File: config.mk
export PLATFORM = sky130hd
export DESIGN_NAME = mfs_supervisor
export DESIGN_NICKNAME = d
export VERILOG_FILES = /design/src/common/mfs_pkg.sv /design/src/design/mfs_flash_code.sv /design/src/design/mfs_ramp_gen.sv /design/src/design/mfs_supervisor.sv
export SDC_FILE = /design/constraint.sdc
export NUM_CORES = 1
export LEC_CHECK = 0
export ABC_AREA = 1
export CORE_MARGIN = 2
export CORE_UTILIZATION = 59
export DETAILED_ROUTE_END_ITERATION = 7
export DONT_BUFFER_PORTS = 1
export PLACE_DENSITY = 0.83
export SYNTH_ARGS = -nofsm -noshare
export SYNTH_HDL_FRONTEND = slang
export SYNTH_HIERARCHICAL = 1
export SYNTH_SLANG_ARGS = --single-unit
File: constraint.sdc
create_clock -name sys_clk -period 8.7 [get_ports sys_clk]
set_clock_uncertainty 0.15 [all_clocks]
set_input_delay 0.87 -clock sys_clk [delete_from_list [all_inputs] [get_ports sys_clk]]
set_output_delay 0.87 -clock sys_clk [all_outputs]
set_load 0.01 [all_outputs]
File: src/common/mfs_pkg.sv
// Operation
// - Overcurrent fault only after current exceeds limit for more than 2 s.
// - Direction relays switch only with semiconductors off and no load current.
// - Thermal trip switches motor off, latches fault 8 until acknowledged; only while current monitoring is off.
// - Reset, acknowledge or supply loss clear the thermal model state.
// - Missing mains phase during start latches fault 4 until acknowledged.
// - Overcurrent stops semiconductors, drops ready relay, latches the fault.
// - Overcurrent shows code 5; cleared by supply cycle, button or remote.
// - Mains isolating relay open in off state and every fault state.
// - With both requests, first detected runs; other ignored meanwhile.
// - Dropping the active request with opposite held reverses via soft start.
// - Ready relay closed exactly while no fault is latched.
// - Supply indicator steady on while auxiliary supply is present.
// - Clockwise indicator flashes during ramps, steady when bridged.
// - Anticlockwise indicator flashes during ramps, steady when bridged.
// - Error indicator repeats groups of pulses counting the fault number.
// - Start ramps voltage from starting torque over configured start time.
// - Soft stop ramps down from stop torque over deceleration time.
// - Acknowledge held over 2 s restores the fault and is invalid.
// - Anticlockwise mains rotating field is a fault; the code detects it only in the start state.
package mfs_pkg;

	// ---------------------------------------------------------------
	// Timing
	// ---------------------------------------------------------------
	localparam int CLK_PERIOD_NS = 10;
	localparam int MS_NS         = 1000000;
	localparam int MS_CYC        = (MS_NS + CLK_PERIOD_NS - 1) / CLK_PERIOD_NS;
	localparam int OC_S          = 2;
	localparam int ACK_HOLD_S    = 2;
	localparam logic [11:0] OC_MS          = 12'(OC_S * 1000);
	localparam logic [11:0] ACK_HOLD_MS    = 12'(ACK_HOLD_S * 1000);
	localparam logic [11:0] SWITCH_MS      = 12'(250);
	localparam logic [11:0] BLINK_MS       = 12'(250);
	localparam logic [11:0] FLASH_ON_MS    = 12'(250);
	localparam logic [11:0] FLASH_OFF_MS   = 12'(250);
	localparam logic [11:0] FLASH_PAUSE_MS = 12'(1500);
	localparam logic [15:0] RAMP_UNIT_MS   = 16'(100);
	localparam logic [7:0]  LVL_FULL       = 8'h64;

	// ---------------------------------------------------------------
	// Register map, byte offsets and fields
	// ---------------------------------------------------------------
	localparam logic [3:0] REG_CTRL   = 4'h0;
	localparam logic [3:0] REG_START  = 4'h4;
	localparam logic [3:0] REG_STOP   = 4'h8;
	localparam logic [3:0] REG_STATUS = 4'hC;
	localparam int CTRL_CW       = 0;
	localparam int CTRL_CCW      = 1;
	localparam int CTRL_ACK      = 2;
	localparam int CTRL_CURMON   = 3;
	localparam int CTRL_SOFTSTOP = 4;
	localparam logic       CURMON_RST     = 1'b1;
	localparam logic       SOFTSTOP_RST   = 1'b1;
	localparam logic [7:0] START_LVL_RST  = 8'h1E;
	localparam logic [7:0] START_TIME_RST = 8'h0A;
	localparam logic [7:0] STOP_LVL_RST   = 8'h32;
	localparam logic [7:0] STOP_TIME_RST  = 8'h0A;

	// ---------------------------------------------------------------
	// Fault codes
	// ---------------------------------------------------------------
	localparam logic [3:0] FLT_NONE     = 4'h0;
	localparam logic [3:0] FLT_OVERTEMP = 4'h1;
	localparam logic [3:0] FLT_FREQ     = 4'h2;
	localparam logic [3:0] FLT_PHSEQ    = 4'h3;
	localparam logic [3:0] FLT_PHLOSS   = 4'h4;
	localparam logic [3:0] FLT_OVERCUR  = 4'h5;
	localparam logic [3:0] FLT_RELAY    = 4'h6;
	localparam logic [3:0] FLT_TEMPCIRC = 4'h7;
	localparam logic [3:0] FLT_THERMAL  = 4'h8;

	// ---------------------------------------------------------------
	// Types
	// ---------------------------------------------------------------
	typedef enum logic [2:0] {
		ST_IDLE, ST_OPEN, ST_CLOSE, ST_START, ST_RUN, ST_STOP, ST_FAULT
	} mfs_state_e;

	typedef struct packed {
		logic       auxOk;
		logic [2:0] phasePresent;
		logic       seqCw;
		logic       overCurrent;
		logic       thermalTrip;
		logic       overTemp;
		logic       wrongFreq;
		logic       relayStuck;
		logic       tempCircuit;
	} mfs_sense_s;

	typedef struct packed {
		logic semiOn;
		logic bypass;
		logic dirCw;
		logic dirCcw;
		logic mainsClose;
		logic readyRelay;
		logic thermalClear;
		logic remoteAckOut;
	} mfs_drive_s;

	typedef struct packed {
		logic supply;
		logic cw;
		logic ccw;
	} mfs_led_s;

	typedef struct packed {
		logic [3:0]  address;
		logic        read;
		logic        write;
		logic [3:0]  byteenable;
		logic [31:0] writedata;
	} mfs_avs_req_s;

endpackage : mfs_pkg

File: src/design/mfs_flash_code.sv
`timescale 1ns/1ps
module mfs_flash_code
	import mfs_pkg::*;
(
	// Clock and reset
	input  wire logic       sys_clk,
	input  wire logic       rst,
	// Timebase and code
	input  wire logic       msTick,
	input  wire logic [3:0] code,
	// Indicator
	output logic            led
);

	typedef struct packed {
		logic       on;
		logic       pause;
		logic [3:0] left;
		logic [11:0] cnt;
	} mfs_flash_s;

	mfs_flash_s st_q, st_d;

	// ---------------------------------------------------------------
	// Pulse group sequencer
	// ---------------------------------------------------------------
	// Group restarts after a long pause so the count reads clearly
	always_comb
	begin
		st_d = st_q;
		if (code == FLT_NONE)
		begin
			st_d = '0;
		end
		else if (msTick)
		begin
			st_d.cnt = st_q.cnt + 12'h001;
			if (st_q.pause)
			begin
				if (st_q.cnt >= FLASH_PAUSE_MS)
				begin
					st_d.pause = 1'b0;
					st_d.on    = 1'b1;
					st_d.left  = code;
					st_d.cnt   = '0;
				end
			end
			else if (st_q.on)
			begin
				if (st_q.cnt >= FLASH_ON_MS)
				begin
					st_d.on   = 1'b0;
					st_d.left = st_q.left - 4'h1;
					st_d.cnt  = '0;
				end
			end
			else if (st_q.cnt >= FLASH_OFF_MS)
			begin
				st_d.cnt = '0;
				if (st_q.left == 4'h0)
					st_d.pause = 1'b1;
				else
					st_d.on = 1'b1;
			end
		end
	end

	always_ff @(posedge sys_clk or posedge rst)
	begin
		if (rst)
			st_q <= '0;
		else
			st_q <= st_d;
	end

	assign led = st_q.on;

endmodule : mfs_flash_code

File: src/design/mfs_ramp_gen.sv
`timescale 1ns/1ps
module mfs_ramp_gen
	import mfs_pkg::*;
(
	// Clock and reset
	input  wire logic       sys_clk,
	input  wire logic       rst,
	// Control
	input  wire logic       msTick,
	input  wire logic       go,
	input  wire logic       up,
	input  wire logic [7:0] fromLvl,
	input  wire logic [7:0] timeCfg,
	// Result
	output logic [7:0]      level,
	output logic            busy
);

	typedef struct packed {
		logic        up;
		logic        busy;
		logic [7:0]  level;
		logic [7:0]  span;
		logic [15:0] acc;
		logic [15:0] elapsed;
		logic [15:0] total;
	} mfs_ramp_s;

	mfs_ramp_s st_q, st_d;

	// ---------------------------------------------------------------
	// Linear ramp by error accumulation
	// ---------------------------------------------------------------
	// One step per tick at most; for levels up to 100 spans stay below 101 steps, and the
	// shortest nonzero time is 100 ticks, so no step is ever skipped.
	always_comb
	begin
		logic [15:0] sum;
		sum  = st_q.acc + 16'(st_q.span);
		st_d = st_q;
		if (go)
		begin
			st_d.up      = up;
			st_d.level   = fromLvl;
			st_d.span    = up ? (LVL_FULL - fromLvl) : fromLvl;
			st_d.acc     = '0;
			st_d.elapsed = '0;
			st_d.total   = 16'(timeCfg) * RAMP_UNIT_MS;
			st_d.busy    = (timeCfg != 8'h00);
			if (timeCfg == 8'h00)
				st_d.level = up ? LVL_FULL : 8'h00;
		end
		else if (st_q.busy && msTick)
		begin
			st_d.elapsed = st_q.elapsed + 16'h0001;
			st_d.acc     = sum;
			if (sum >= st_q.total)
			begin
				st_d.acc   = sum - st_q.total;
				st_d.level = st_q.up ? st_q.level + 8'h01
				                     : st_q.level - 8'h01;
			end
			if (st_d.elapsed == st_q.total)
			begin
				st_d.busy  = 1'b0;
				st_d.level = st_q.up ? LVL_FULL : 8'h00;
			end
		end
	end

	always_ff @(posedge sys_clk or posedge rst)
	begin
		if (rst)
			st_q <= '0;
		else
			st_q <= st_d;
	end

	assign level = st_q.level;
	assign busy  = st_q.busy;

endmodule : mfs_ramp_gen

File: src/design/mfs_supervisor.sv
// The register offsets and register access over Avalon-MM were left to the implementer.
`timescale 1ns/1ps
module mfs_supervisor
	import mfs_pkg::*;
#(
	parameter int TickCycles = MS_CYC
)
(
	// Clock and reset
	input  wire logic          sys_clk,
	input  wire logic          rst,
	// Register bus
	input  wire mfs_avs_req_s  avsReq,
	output logic [31:0]        avsReadData,
	output logic               avsWaitRequest,
	// Run and acknowledge inputs
	input  wire logic          runCw,
	input  wire logic          runCcw,
	input  wire logic          ackButton,
	input  wire logic          remoteAckInput,
	// Measurement and supervision inputs
	input  wire mfs_sense_s    sense,
	// Power stage, relays and indicators
	output mfs_drive_s         drive,
	output logic [7:0]         rampLevel,
	output mfs_led_s           leds,
	output logic               ledErr
);

	typedef struct packed {
		mfs_state_e  state;
		logic        dirCcw;
		logic [11:0] cnt;
		logic [11:0] ocCnt;
		logic [11:0] ackCnt;
		logic        ackPrev;
		logic [3:0]  fault;
		logic [3:0]  saved;
		logic        waitReq;
		logic [31:0] rdata;
		logic        regCw;
		logic        regCcw;
		logic        regAck;
		logic        curMon;
		logic        softStop;
		logic [7:0]  startLvl;
		logic [7:0]  startTime;
		logic [7:0]  stopLvl;
		logic [7:0]  stopTime;
		logic [16:0] div;
		logic        tick;
		logic [11:0] blinkCnt;
		logic        blink;
		logic        rampGo;
		logic        rampUp;
		mfs_drive_s  drv;
		mfs_led_s    led;
	} mfs_sup_s;

	mfs_sup_s    st_q, st_d;
	logic [7:0]  rampLvl;
	logic        rampBusy;
	logic [7:0]  rampFrom;
	logic [7:0]  rampTime;

	// ---------------------------------------------------------------
	// Byte lane merge
	// ---------------------------------------------------------------
	function automatic logic [31:0] merge(input logic [31:0] old,
	                                       input logic [31:0] wd,
	                                       input logic [3:0]  be);
		logic [31:0] m;
		m = {{8{be[3]}}, {8{be[2]}}, {8{be[1]}}, {8{be[0]}}};
		return (old & ~m) | (wd & m);
	endfunction : merge

	// ---------------------------------------------------------------
	// Next state
	// ---------------------------------------------------------------
	always_comb
	begin
		logic        reqCw;
		logic        reqCcw;
		logic        reqAct;
		logic        ackLvl;
		logic        ackEdge;
		logic        active;
		logic [3:0]  newFault;
		logic [31:0] word;
		reqCw    = runCw | st_q.regCw;
		reqCcw   = runCcw | st_q.regCcw;
		reqAct   = st_q.dirCcw ? reqCcw : reqCw;
		ackLvl   = ackButton | remoteAckInput;
		ackEdge  = (ackLvl & ~st_q.ackPrev) | st_q.regAck;
		active   = 1'b0;
		newFault = FLT_NONE;
		word     = '0;
		st_d     = st_q;

		// Millisecond timebase and indicator blink
		st_d.tick = 1'b0;
		st_d.div  = st_q.div + 17'h00001;
		if (st_q.div >= 17'(TickCycles - 1))
		begin
			st_d.div  = '0;
			st_d.tick = 1'b1;
		end
		if (st_q.tick)
		begin
			st_d.blinkCnt = st_q.blinkCnt + 12'h001;
			if (st_q.blinkCnt >= BLINK_MS - 12'h001)
			begin
				st_d.blinkCnt = '0;
				st_d.blink    = ~st_q.blink;
			end
		end

		// Bus slave: one wait cycle, then answer for exactly one edge
		st_d.regAck  = 1'b0;
		st_d.waitReq = 1'b1;
		if ((avsReq.read || avsReq.write) && st_q.waitReq)
		begin
			st_d.waitReq = 1'b0;
			unique case (avsReq.address)
				REG_CTRL:   word = 32'({st_q.softStop, st_q.curMon, 1'b0,
				                        st_q.regCcw, st_q.regCw});
				REG_START:  word = {16'h0000, st_q.startTime, st_q.startLvl};
				REG_STOP:   word = {16'h0000, st_q.stopTime, st_q.stopLvl};
				REG_STATUS: word = {8'h00, rampLvl, 3'h0, st_q.dirCcw,
				                    1'b0, st_q.state, 4'h0, st_q.fault};
				default:    word = '0;
			endcase
			st_d.rdata = word;
		end
		if (avsReq.write && !st_q.waitReq)
		begin
			unique case (avsReq.address)
				REG_CTRL:
				begin
					word = merge(32'({st_q.softStop, st_q.curMon, 1'b0,
					                  st_q.regCcw, st_q.regCw}),
					             avsReq.writedata, avsReq.byteenable);
					st_d.regCw    = word[CTRL_CW];
					st_d.regCcw   = word[CTRL_CCW];
					st_d.regAck   = word[CTRL_ACK] & avsReq.byteenable[0];
					st_d.curMon   = word[CTRL_CURMON];
					st_d.softStop = word[CTRL_SOFTSTOP];
				end
				REG_START:
				begin
					word = merge({16'h0000, st_q.startTime, st_q.startLvl},
					             avsReq.writedata, avsReq.byteenable);
					st_d.startLvl  = word[7:0];
					st_d.startTime = word[15:8];
				end
				REG_STOP:
				begin
					word = merge({16'h0000, st_q.stopTime, st_q.stopLvl},
					             avsReq.writedata, avsReq.byteenable);
					st_d.stopLvl  = word[7:0];
					st_d.stopTime = word[15:8];
				end
				default: ;
			endcase
		end

		// Overcurrent must persist past the limit, not merely reach it
		if (!sense.overCurrent)
			st_d.ocCnt = '0;
		else if (st_q.tick && st_q.ocCnt <= OC_MS)
			st_d.ocCnt = st_q.ocCnt + 12'h001;

		// Acknowledge: clears at press, restored if held too long
		st_d.ackPrev      = ackLvl;
		st_d.rampGo       = 1'b0;
		st_d.drv.thermalClear = 1'b0;
		if (!ackLvl)
		begin
			st_d.ackCnt = '0;
			st_d.saved  = FLT_NONE;
		end
		else if (st_q.tick && st_q.ackCnt <= ACK_HOLD_MS)
			st_d.ackCnt = st_q.ackCnt + 12'h001;
		if (ackEdge)
		begin
			st_d.drv.thermalClear = 1'b1;
			if (st_q.state == ST_FAULT)
			begin
				st_d.saved = ackLvl ? st_q.fault : FLT_NONE;
				st_d.fault = FLT_NONE;
				st_d.state = ST_OPEN;
				st_d.cnt   = '0;
			end
		end
		else if (ackLvl && st_q.ackCnt > ACK_HOLD_MS &&
		         st_q.saved != FLT_NONE)
		begin
			st_d.fault = st_q.saved;
			st_d.saved = FLT_NONE;
			st_d.state = ST_FAULT;
		end

		// Sequencer
		if (st_q.tick)
			st_d.cnt = st_q.cnt + 12'h001;
		unique case (st_q.state)
			ST_IDLE:
			begin
				// Opposite of the last direction wins when both stand after a stop
				if (st_q.saved == FLT_NONE && (reqCw || reqCcw))
				begin
					st_d.dirCcw = (reqCw && reqCcw) ? ~st_q.dirCcw
					                                : reqCcw;
					st_d.state  = ST_CLOSE;
					st_d.cnt    = '0;
				end
			end
			ST_CLOSE:
			begin
				// Relays settle before any semiconductor fires
				if (st_q.cnt >= SWITCH_MS)
				begin
					st_d.state  = ST_START;
					st_d.rampGo = 1'b1;
					st_d.rampUp = 1'b1;
				end
			end
			ST_START:
			begin
				if (!reqAct)
					st_d.state = ST_OPEN;
				else if (!st_q.rampGo && !rampBusy)
					st_d.state = ST_RUN;
				st_d.cnt = '0;
			end
			ST_RUN:
			begin
				if (!reqAct && st_q.softStop)
				begin
					st_d.state  = ST_STOP;
					st_d.rampGo = 1'b1;
					st_d.rampUp = 1'b0;
				end
				else if (!reqAct)
					st_d.state = ST_OPEN;
				st_d.cnt = '0;
			end
			ST_STOP:
			begin
				if (!st_q.rampGo && !rampBusy)
					st_d.state = ST_OPEN;
				st_d.cnt = '0;
			end
			ST_OPEN:
			begin
				// Relays open with the semiconductors; a full delay passes before they can close again
				if (st_q.cnt >= SWITCH_MS)
					st_d.state = ST_IDLE;
			end
			ST_FAULT: ;
		endcase

		// Fault detection; an acknowledge in the fault state wins over a new fault
		if (sense.overTemp)
			newFault = FLT_OVERTEMP;
		else if (sense.wrongFreq)
			newFault = FLT_FREQ;
		else if (st_q.state == ST_START && !sense.seqCw)
			newFault = FLT_PHSEQ;
		else if (st_q.state == ST_START && !(&sense.phasePresent))
			newFault = FLT_PHLOSS;
		else if (st_q.curMon && st_q.ocCnt > OC_MS)
			newFault = FLT_OVERCUR;
		else if (sense.relayStuck)
			newFault = FLT_RELAY;
		else if (sense.tempCircuit)
			newFault = FLT_TEMPCIRC;
		else if (!st_q.curMon && sense.thermalTrip)
			newFault = FLT_THERMAL;
		if (newFault != FLT_NONE && st_q.state != ST_FAULT &&
		    st_q.saved == FLT_NONE)
		begin
			st_d.fault = newFault;
			st_d.state = ST_FAULT;
		end

		// Supply loss is a power cycle: clears state, faults and thermal model
		if (!sense.auxOk)
		begin
			st_d.state  = ST_IDLE;
			st_d.fault  = FLT_NONE;
			st_d.saved  = FLT_NONE;
			st_d.drv.thermalClear = 1'b1;
		end

		// Outputs follow the next state so they leave flops directly
		active = (st_d.state == ST_START) || (st_d.state == ST_RUN) ||
		         (st_d.state == ST_STOP);
		st_d.drv.semiOn     = (st_d.state == ST_START) ||
		                      (st_d.state == ST_STOP);
		st_d.drv.bypass     = (st_d.state == ST_RUN);
		st_d.drv.mainsClose = active || (st_d.state == ST_CLOSE);
		st_d.drv.dirCw      = st_d.drv.mainsClose && !st_d.dirCcw;
		st_d.drv.dirCcw     = st_d.drv.mainsClose && st_d.dirCcw;
		st_d.drv.readyRelay = (st_d.fault == FLT_NONE);
		st_d.drv.remoteAckOut = 1'b1;
		st_d.led.supply     = sense.auxOk;
		st_d.led.cw  = !st_d.dirCcw && ((st_d.state == ST_RUN) ||
		               (st_d.drv.semiOn && st_d.blink));
		st_d.led.ccw = st_d.dirCcw && ((st_d.state == ST_RUN) ||
		               (st_d.drv.semiOn && st_d.blink));
	end

	// ---------------------------------------------------------------
	// State register
	// ---------------------------------------------------------------
	always_ff @(posedge sys_clk or posedge rst)
	begin
		if (rst)
		begin
			st_q           <= '0;
			st_q.state     <= ST_IDLE;
			st_q.curMon    <= CURMON_RST;
			st_q.softStop  <= SOFTSTOP_RST;
			st_q.startLvl  <= START_LVL_RST;
			st_q.startTime <= START_TIME_RST;
			st_q.stopLvl   <= STOP_LVL_RST;
			st_q.stopTime  <= STOP_TIME_RST;
			st_q.waitReq   <= 1'b1;
			st_q.drv.thermalClear <= 1'b1;
		end
		else
			st_q <= st_d;
	end

	// ---------------------------------------------------------------
	// Ramp and error code submodules
	// ---------------------------------------------------------------
	assign rampFrom = st_q.rampUp ? st_q.startLvl : st_q.stopLvl;
	assign rampTime = st_q.rampUp ? st_q.startTime : st_q.stopTime;

	mfs_ramp_gen u_ramp (
		.sys_clk (sys_clk),
		.rst     (rst),
		.msTick  (st_q.tick),
		.go      (st_q.rampGo),
		.up      (st_q.rampUp),
		.fromLvl (rampFrom),
		.timeCfg (rampTime),
		.level   (rampLvl),
		.busy    (rampBusy)
	);

	mfs_flash_code u_flash (
		.sys_clk (sys_clk),
		.rst     (rst),
		.msTick  (st_q.tick),
		.code    (st_q.fault),
		.led     (ledErr)
	);

	// ---------------------------------------------------------------
	// Output assignments
	// ---------------------------------------------------------------
	assign avsReadData    = st_q.rdata;
	assign avsWaitRequest = st_q.waitReq;
	assign drive          = st_q.drv;
	assign rampLevel      = rampLvl;
	assign leds           = st_q.led;

endmodule : mfs_supervisor

==> results by group, run 1 <==
Drt
  – Iter 0 DRT Violations: approximately 960
  – Drt via density: approximately 5.5
  – DRC Markers: 0
  – Detail Route Antenna Nets: 0
  – Detailed Routing Iterations Pass 1: 5
  – Via count: between 10000 and 15000
  – Drt wl/cell: ~15 um
  – Routed WL: approximately 34 mm

Global routing
  – Largest net degree at the start of global routing: between 80 and 90
  – Grt total ovfl: 0
  – Vias in the first global route: approximately 12000
  – Initial antenna violation count: 1
  – GRT Overall Usage: 26.4%
  – First-pass GRT wire length: ~58 mm

Yosys
  – Largest cells by area after synthesis: dfrtp_1, nand2_1, inv_1, ha_1, o21ai_0
  – Ys flop type: dfrtp_1
  – Post-Syn Area: 14900 sq um
  – Post-Syn Area per Cell: between 7 and 8 sq um
  – Unique masters post-synth: 59
  – Asr flop ratio synth: 100%
  – Sequential fraction of the synthesis area: around two fifths
  – Yosys top cell by area: dfrtp_1
  – Top-area cell type share of the netlist area: a little under two fifths
  – FF+latch count, synth: about 240
  – EDFF count, synth: 0
  – Ys Warns: 6
  – Mapped Cells: about 1900

Cells and area
  – Most frequent cells in the layout: nand2_1, inv_1, dfrtp_1, o21ai_0, nor2_1
  – N_diodes: 0
  – Nets: between 2000 and 2500
  – Most common cell after layout, fill and taps aside: nand2_1
  – Share of layout cells above drive strength 1: approximately 8.5%
  – Area Overhead vs Synth: 5.83%

STA
  – Slew at the pin closest to its max-slew limit: 1.06 ns
  – Worst relative slew slack: between 20% and 30%
  – Final hold viol count: 0
  – Final min period: between 4 and 5 ns
  – FMAX: roughly 0.23 GHz
  – WHS: between 0.1 and 0.15 ns
  – Unrepaired setup endpoints after global routing: false
  – Setup Viol. Count Final: 0
  – Final worst slack: between 4 and 5 ns
  – Final period util: 50.8%
  – Final Max Slew Viols: 0
  – Setup_tns: 0 ns

CTS
  – PostCTS Resize Cnt: 0
  – Post-CTS Setup Repair Bufs: 0
  – Clock buffer count from CTS: 27
  – # clock sinks: between 200 and 250
  – CTS root buffer: clkbuf_16
  – Clock transition at path regs: roughly 0.06 ns
  – H-tree depth: 1
  – Worst skew pair latency: roughly 0.56 ns
  – Hold_buf cts: 0
  – Clk buf depth: 3
  – CTS tree: built

Worst setup path
  – R2R Setup Slk: approximately 4.3 ns
  – Reg2reg path depth: 22
  – CP startpoint kind: register
  – Worst-path maximum fanout: 25
  – Worst EP arrival: 4.70 ns
  – CP required: 8.98 ns
  – CP Capture Type: register
  – Reg-to-Reg Start: u_ramp/st_q[32]$_DFFE_PP0P_
  – RR Endpoint: u_ramp/level[4]$_DFFE_PP0P_
  – CP Class: register to register

Placed design
  – Post-DP HPWL: 25.0 mm
  – Pre-CTS setup slack: around 4.4 ns
  – Placer Congestion: roughly 0.91
  – IO Port Bufs: 0

Die
  – Die area: between 20000 and 30000 sq um
  – Starting Density: roughly 60%
  – Num ports: between 100 and 150
  – Std-Cell Rows: between 50 and 60
  – Die Width: 163 um
  – Die Ht: 163 um
  – Core ar.: 25000 sq um

Power and ir drop
  – Pwr dens: approximately 230 nW/um^2
  – VDD IR max: approximately 0.00024 V
  – Lkg Pwr: about 0.0079 uW

Job
  – Maxcap violations: 0

Min path
  – Worst Hold Class: primary input to async pin

Outcome
  – Status: finished clean
how the worst max path moves through the flow:
stage | startpoint | endpoint
floorplan | rst | async pin
global placement | u_ramp/st_q[32]$_DFFE_PP0P_ | u_ramp/level[7]$_DFFE_PP0P_
detailed placement | u_ramp/st_q[32]$_DFFE_PP0P_ | u_ramp/level[1]$_DFFE_PP0P_
CTS | u_ramp/st_q[32]$_DFFE_PP0P_ | u_ramp/level[4]$_DFFE_PP0P_
global route | u_ramp/st_q[48]$_DFFE_PP0P_ | u_ramp/level[0]$_DFFE_PP0P_
finish | u_ramp/st_q[32]$_DFFE_PP0P_ | u_ramp/level[4]$_DFFE_PP0P_
cells in the mapped netlist, types with 20 or more instances:
master and number:
nor3_1 29, nand3_1 107, xor2_1 46, buf_4 52
a21oi_1 80, nand4_1 32, inv_1 269, nand2_2 20
nand2_1 481, ha_1 76, clkbuf_1 28, dfrtp_1 221
o21ai_0 149, nor2_1 142
final cells by class:
type	count	area, sq um
clock inverters	9	100
flip-flops and latches	236	5920
clock buffers	41	808
fillers	2111	9220
well taps	330	413
multi-input cells	1346	7380
inverters	279	1060
repair buffers	8	60.1
cell families after synthesis:
family / share of synthesized area, %
mux: 0.151
flops: 39.8
xor+xnor: 3.71
buf+inv: 10.8
other cells: 0.0505
fa+ha+maj: 7.20
compound gates: 11.1
simple gates: 27.2
per-layer routing:
| layer | vias to the layer above | GRT usage [%] | wire, um |
|---|---|---|---|
| li1 | 6133 | - | - |
| met1 | 5912 | 33.3 | 14400 |
| met2 | 323 | 45.3 | 16800 |
| met3 | 92 | 4.63 | 1800 |
| met4 | 2 | 10.3 | 1300 |
| met5 | - | 0 | 13 |
metrics by stage:
| stage | util, % | std cells | area (sq um) | total power [uW] |
|---|---|---|---|---|
| 4_1_cts | 63.1 | 2249 | 15700 | 3600 |
| 6_report | 63.1 | 2249 | 15700 | 3600 |
| 2_1_floorplan | - | 1950 | 14900 | 2230 |
| 3_3_place_gp | 59.4 | 2199 | 14800 | 2410 |
| 3_5_place_dp | 59.4 | 2199 | 14800 | 2440 |
| 5_1_grt | 63.1 | 2249 | 15700 | 3820 |
worst max-delay path, stage by stage, from the launching register on:
cell      delay [ns]
dfrtp_1         0.39
ha_1            0.24
fa_1            0.43
nand3_1         0.09
nand2_1         0.09
a21oi_1         0.22
o21ai_0         0.22
nand2_1         0.16
xor2_1          0.15
inv_1           0.07
ha_1            0.34
nand2_1         0.12
a21oi_1         0.05
nor2_1          0.11
nand3_1         0.12
a21oi_1         0.16
nand2_1         0.41
nor2_1          0.34
nand2_4         0.12
nand2_8         0.11
clkinv_4        0.08
nand2_1         0.06
nand2_1         0.04
power breakdown:
group	switching, uW	internal [uW]
Sequential	105	1200
Combinational	763	396
Clock	470	675
Total	1340	2270
Power figures use the tool's default switching activity.
==> inputs of run 2 (changes only) <==
Settings changed: ABC_AREA 1 to 0, PLACE_DENSITY 0.83 to 0.86.
Clock period 8.7 ns to 3.8 ns, I/O delays scaled along.
==> run 2 against run 1 <==
Against the previous run:
- the run now ends with design-rule violations, negative setup slack left
- cell count is 14% lower
- sequential share of layout area is 2.0 points lower
- worst setup slack got worse by 4.7 ns
- total power rose by 140%
- routed wire length up 16%
- design area rose by 5.6%
- register-to-register slack got worse by 4.7 ns
- sequential cell count stayed put
- count of clock-buffer cells in the layout is 8 lower
- fmax is 4.6% higher
- synthesized cell count decreased by 20%
- sequential power is 130% higher
- largest cell class unchanged
- highest routed layer unchanged
==> results by group, run 2 <==
Global routing
  – GRT Overall Usage: 28.9% (was 26.4%)
  – Largest net degree at the start of global routing: 98 (was 81)
  – Vias in the first global route: 12200 (about the same)
  – Initial antenna violation count: 4 (was 1)
  – First-pass GRT wire length: 61.8 mm (was 57.6 mm)
  – Grt total ovfl: 0 (unchanged)

Placed design
  – Post-Place Cells: 1830 (was 2199)
  – Placer Congestion: 0.923 (was 0.912)
  – Post-DP HPWL: 24.8 mm (was 25.0 mm)
  – IO Port Bufs: 0 (unchanged)

Drt
  – Drt via density: 6.53 (was 5.54)
  – Drt wl/cell: 20.6 um (was 15.3 um)
  – Iter 0 DRT Violations: 1672 (was 959)
  – DRC Markers: 1 (was 0)
  – Met3 wire len: 3.58 mm (was 1.80 mm)
  – Detail Route Antenna Nets: 0 (unchanged)
  – Routed metal-1 wire length: 15.4 mm (was 14.4 mm)
  – Routed WL: 39.8 mm (was 34.4 mm)
  – Via count: 12600 (was 12500)
  – Uppermost layer routed: met5 (unchanged)
  – Detailed Routing Iterations Pass 1: 8 (was 5)
  – Metal2 WL: 18.9 mm (was 16.8 mm)

Yosys
  – Ys flop type: dfrtp_1 (unchanged)
  – Largest cells by area after synthesis: dfrtp_1, ha_1, mux2_2, nor2_1, xnor2_1 (was dfrtp_1, nand2_1, inv_1, ha_1, o21ai_0)
  – Mapped Cells: 1550 (was 1943)
  – Sequential fraction of the synthesis area: 40.6% (was 39.8%)
  – Ys Warns: 6 (unchanged)
  – Commonest cells post-synth: dfrtp_1, nor2_1, nand2_1 (was nand2_1, inv_1, dfrtp_1)
  – FF+latch count, synth: 236 (unchanged)
  – Yosys top cell by area: dfrtp_1 (unchanged)
  – EDFF count, synth: 0 (unchanged)
  – Count leader, synth: dfrtp_1 (was nand2_1)
  – Top-area cell type share of the netlist area: 37.9% (was 37.2%)
  – Asr flop ratio synth: 100% (unchanged)
  – Unique masters post-synth: 90 (was 59)
  – Post-Syn Area per Cell: 9.43 sq um (was 7.66 sq um)
  – Post-Syn Area: 14600 sq um (was 14900 sq um)

Power and ir drop
  – Lkg Pwr: 0.00739 uW (was 0.00790 uW)
  – Sw Ratio: 33.9% (was 37.1%)
  – Sw power: 2960 uW (was 1340 uW)
  – Pwr dens: 525 nW/um^2 (was 229 nW/um^2)
  – VDD IR max: 0.000374 V (was 0.000244 V)
  – Sequential Power Share: 33.7% (was 36.1%)
  – Comb pwr share: 34.6% (was 32.2%)
  – Total power: 8740 uW (was 3600 uW)
  – Clock Power Share: 31.7% (was 31.8%)
  – Internal power: 5780 uW (was 2270 uW)

STA
  – Final hold viol count: 0 (unchanged)
  – Unrepaired setup endpoints after global routing: true (was false)
  – Slew at the pin closest to its max-slew limit: 1.08 ns (was 1.06 ns)
  – Final period util: 111% (was 50.8%)
  – Worst relative slew slack: 28.2% (was 29.2%)
  – Setup_tns: -6.57 ns (was 0 ns)
  – Setup Viol. Count Final: 22 (was 0)
  – Final min period: 4.22 ns (was 4.42 ns)
  – WHS: 0.0174 ns (was 0.133 ns)
  – Final worst slack: -0.425 ns (was 4.28 ns)
  – Final Max Slew Viols: 0 (unchanged)
  – FMAX: 0.237 GHz (was 0.226 GHz)

Worst setup path
  – Reg-to-Reg Start: u_ramp/st_q[33]$_DFFE_PP0P_ (was u_ramp/st_q[32]$_DFFE_PP0P_)
  – Worst EP arrival: 4.52 ns (was 4.70 ns)
  – Reg2reg path depth: 16 (was 22)
  – CP Class: register to register (unchanged)
  – CP required: 4.09 ns (was 8.98 ns)
  – RR Endpoint: u_ramp/level[7]$_DFFE_PP0P_ (was u_ramp/level[4]$_DFFE_PP0P_)
  – Worst-path maximum fanout: 6 (was 25)
  – CP startpoint kind: register (unchanged)
  – R2R Setup Slk: -0.42 ns (was 4.28 ns)
  – CP Capture Type: register (unchanged)

Outcome
  – Failing checks: design-rule violations, negative setup slack
  – Status: finished with violations (was finished clean)

Min path
  – WHS Endpoint: st_q[134]$_DFFE_PP0P_
  – Min-Delay Startpoint: ackButton
  – Hold Crit Depth: 3
  – Worst Hold Class: primary input to register (was primary input to async pin)

Cells and area
  – Final core occ: 68.4% (was 63.1%)
  – Area Overhead vs Synth: 13.9% (was 5.83%)
  – Most frequent cells in the layout: dfrtp_1, nor2_1, nand2_1, inv_1, o21ai_0 (was nand2_1, inv_1, dfrtp_1, o21ai_0, nor2_1)
  – Non-Filler Instances: 1928 (was 2249)
  – Most common cell after layout, fill and taps aside: dfrtp_1 (was nand2_1)
  – Share of layout cells above drive strength 1: 18.2% (was 8.49%)
  – Nets: 1722 (was 2039)

CTS
  – H-tree depth: 1 (unchanged)
  – CTS tree: built (unchanged)
  – Worst skew pair latency: 0.56 ns (about the same)
  – Clk buf depth: 3 (unchanged)
  – Clock buffer count from CTS: 26 (was 27)
  – Clock transition at path regs: 0.06 ns (about the same)
  – # clock sinks: 236 (unchanged)
  – CTS root buffer: clkbuf_16 (unchanged)

Die
  – Starting Density: 60.1% (was 59.6%)
  – Die Width: 161 um (was 163 um)
  – Num ports: 112 (unchanged)
  – Die Ht: 161 um (was 163 um)
  – Die area: 26000 sq um (was 26500 sq um)
  – Std-Cell Rows: 57 (was 58)
  – Core ar.: 24300 sq um (was 25000 sq um)

Job
  – Maxcap violations: 0 (unchanged)
==> run 2: cell count changes after synthesis, moves of 23 or more <==
cell	delta
xnor2_1	+41
nand2_1	-368
nand3_1	-49
o21ai_0	-66
mux2i_1	+23
mux2_2	+60
inv_1	-189
==> run 2: critical path, cell delays in order (launching register included) <==
cell       delay [ns]
dfrtp_1          0.40
ha_1             0.33
a211o_1          0.32
a2111oi_4        0.38
o21ba_4          0.20
nor2_4           0.05
and3_4           0.22
xor2_4           0.16
ha_4             0.30
nand4_1          0.19
nor4_2           0.37
nor2_1           0.12
and4_4           0.24
buf_12           0.14
nor3_1           0.19
a21oi_1          0.06
a32o_1           0.28
==> run 2: cell families after synthesis <==
| kind of cell | after synthesis | share of synthesized area [%] |
|---|---|---|
| xor gates and xnor gates | 115 | 6.89 |
| adders and majority gates | 82 | 7.33 |
| other | 2 | 0.0514 |
| AOI/OAI and AO/OA | 327 | 14.9 |
| muxes | 85 | 6.35 |
| and+or+nand+nor | 514 | 17.5 |
| DFF | 236 | 40.6 |
| buffers and inverters | 189 | 6.40 |
==> run 2: timing repair <==
item                                    in CTS  in global routing
buffers inserted                            13                  8
endpoints found under the hold margin      237                  0
gates resized for setup                     39                 30
cloned                                       2                  0
endpoints found under the setup margin      25                 25
pin swaps                                   17                 16
hold buffers                                25                  0
==> run 2: power by group through the flow <==
stage / clock (uW) / combinational, uW / sequential (uW)
global placement: 0 / 2230 / 2950
CTS: 2760 / 2730 / 2920
floorplan: 0 / 1770 / 2860
detailed placement: 0 / 2310 / 2960
finish: 2770 / 3030 / 2940
global route: 2880 / 3200 / 2960
==> run 2: per-layer routing <==
layer | GRT usage (%) | vias up
met4 | 11.3 | 2
met3 | 5.98 | 219
met2 | 48.6 | 773
met1 | 36.9 | 6117
met5 | 0 | -
li1 | - | 5486
==> run 2: area by class of cell <==
type                            instances  area, sq um
Multi-Input combinational cell       1132         8140
Fill cell                            1565         7680
Sequential cell                       236         5930
Timing Repair Buffer                  105          915
Clock buffer                           33          707
Tap cell                              324          405
Inverter                               80          304
Clock inverter                         15          234
Antenna cell                            3         7.51
==> run 2: through the flow <==
step,instance area [sq um],setup WS [ns]
6_report,16600,-0.425
5_1_grt,16600,-0.492
4_1_cts,16400,-0.280
3_5_place_dp,14900,-0.488
3_3_place_gp,14900,-0.335
2_1_floorplan,14700,-0.293
==> run 2: worst max path at each step <==
stage                                            from                          end  cells past startpoint
final                     u_ramp/st_q[33]$_DFFE_PP0P_  u_ramp/level[7]$_DFFE_PP0P_                     16
after detailed placement  u_ramp/st_q[32]$_DFFE_PP0P_  u_ramp/level[7]$_DFFE_PP0P_                     17
after global routing      u_ramp/st_q[32]$_DFFE_PP0P_  u_ramp/level[7]$_DFFE_PP0P_                     17
after global placement    u_ramp/st_q[32]$_DFFE_PP0P_  u_ramp/level[7]$_DFFE_PP0P_                     17
after CTS                 u_ramp/st_q[33]$_DFFE_PP0P_  u_ramp/level[5]$_DFFE_PP0P_                     16
after floorplan           u_ramp/st_q[33]$_DFFE_PP0P_  u_ramp/level[7]$_DFFE_PP0P_                     16
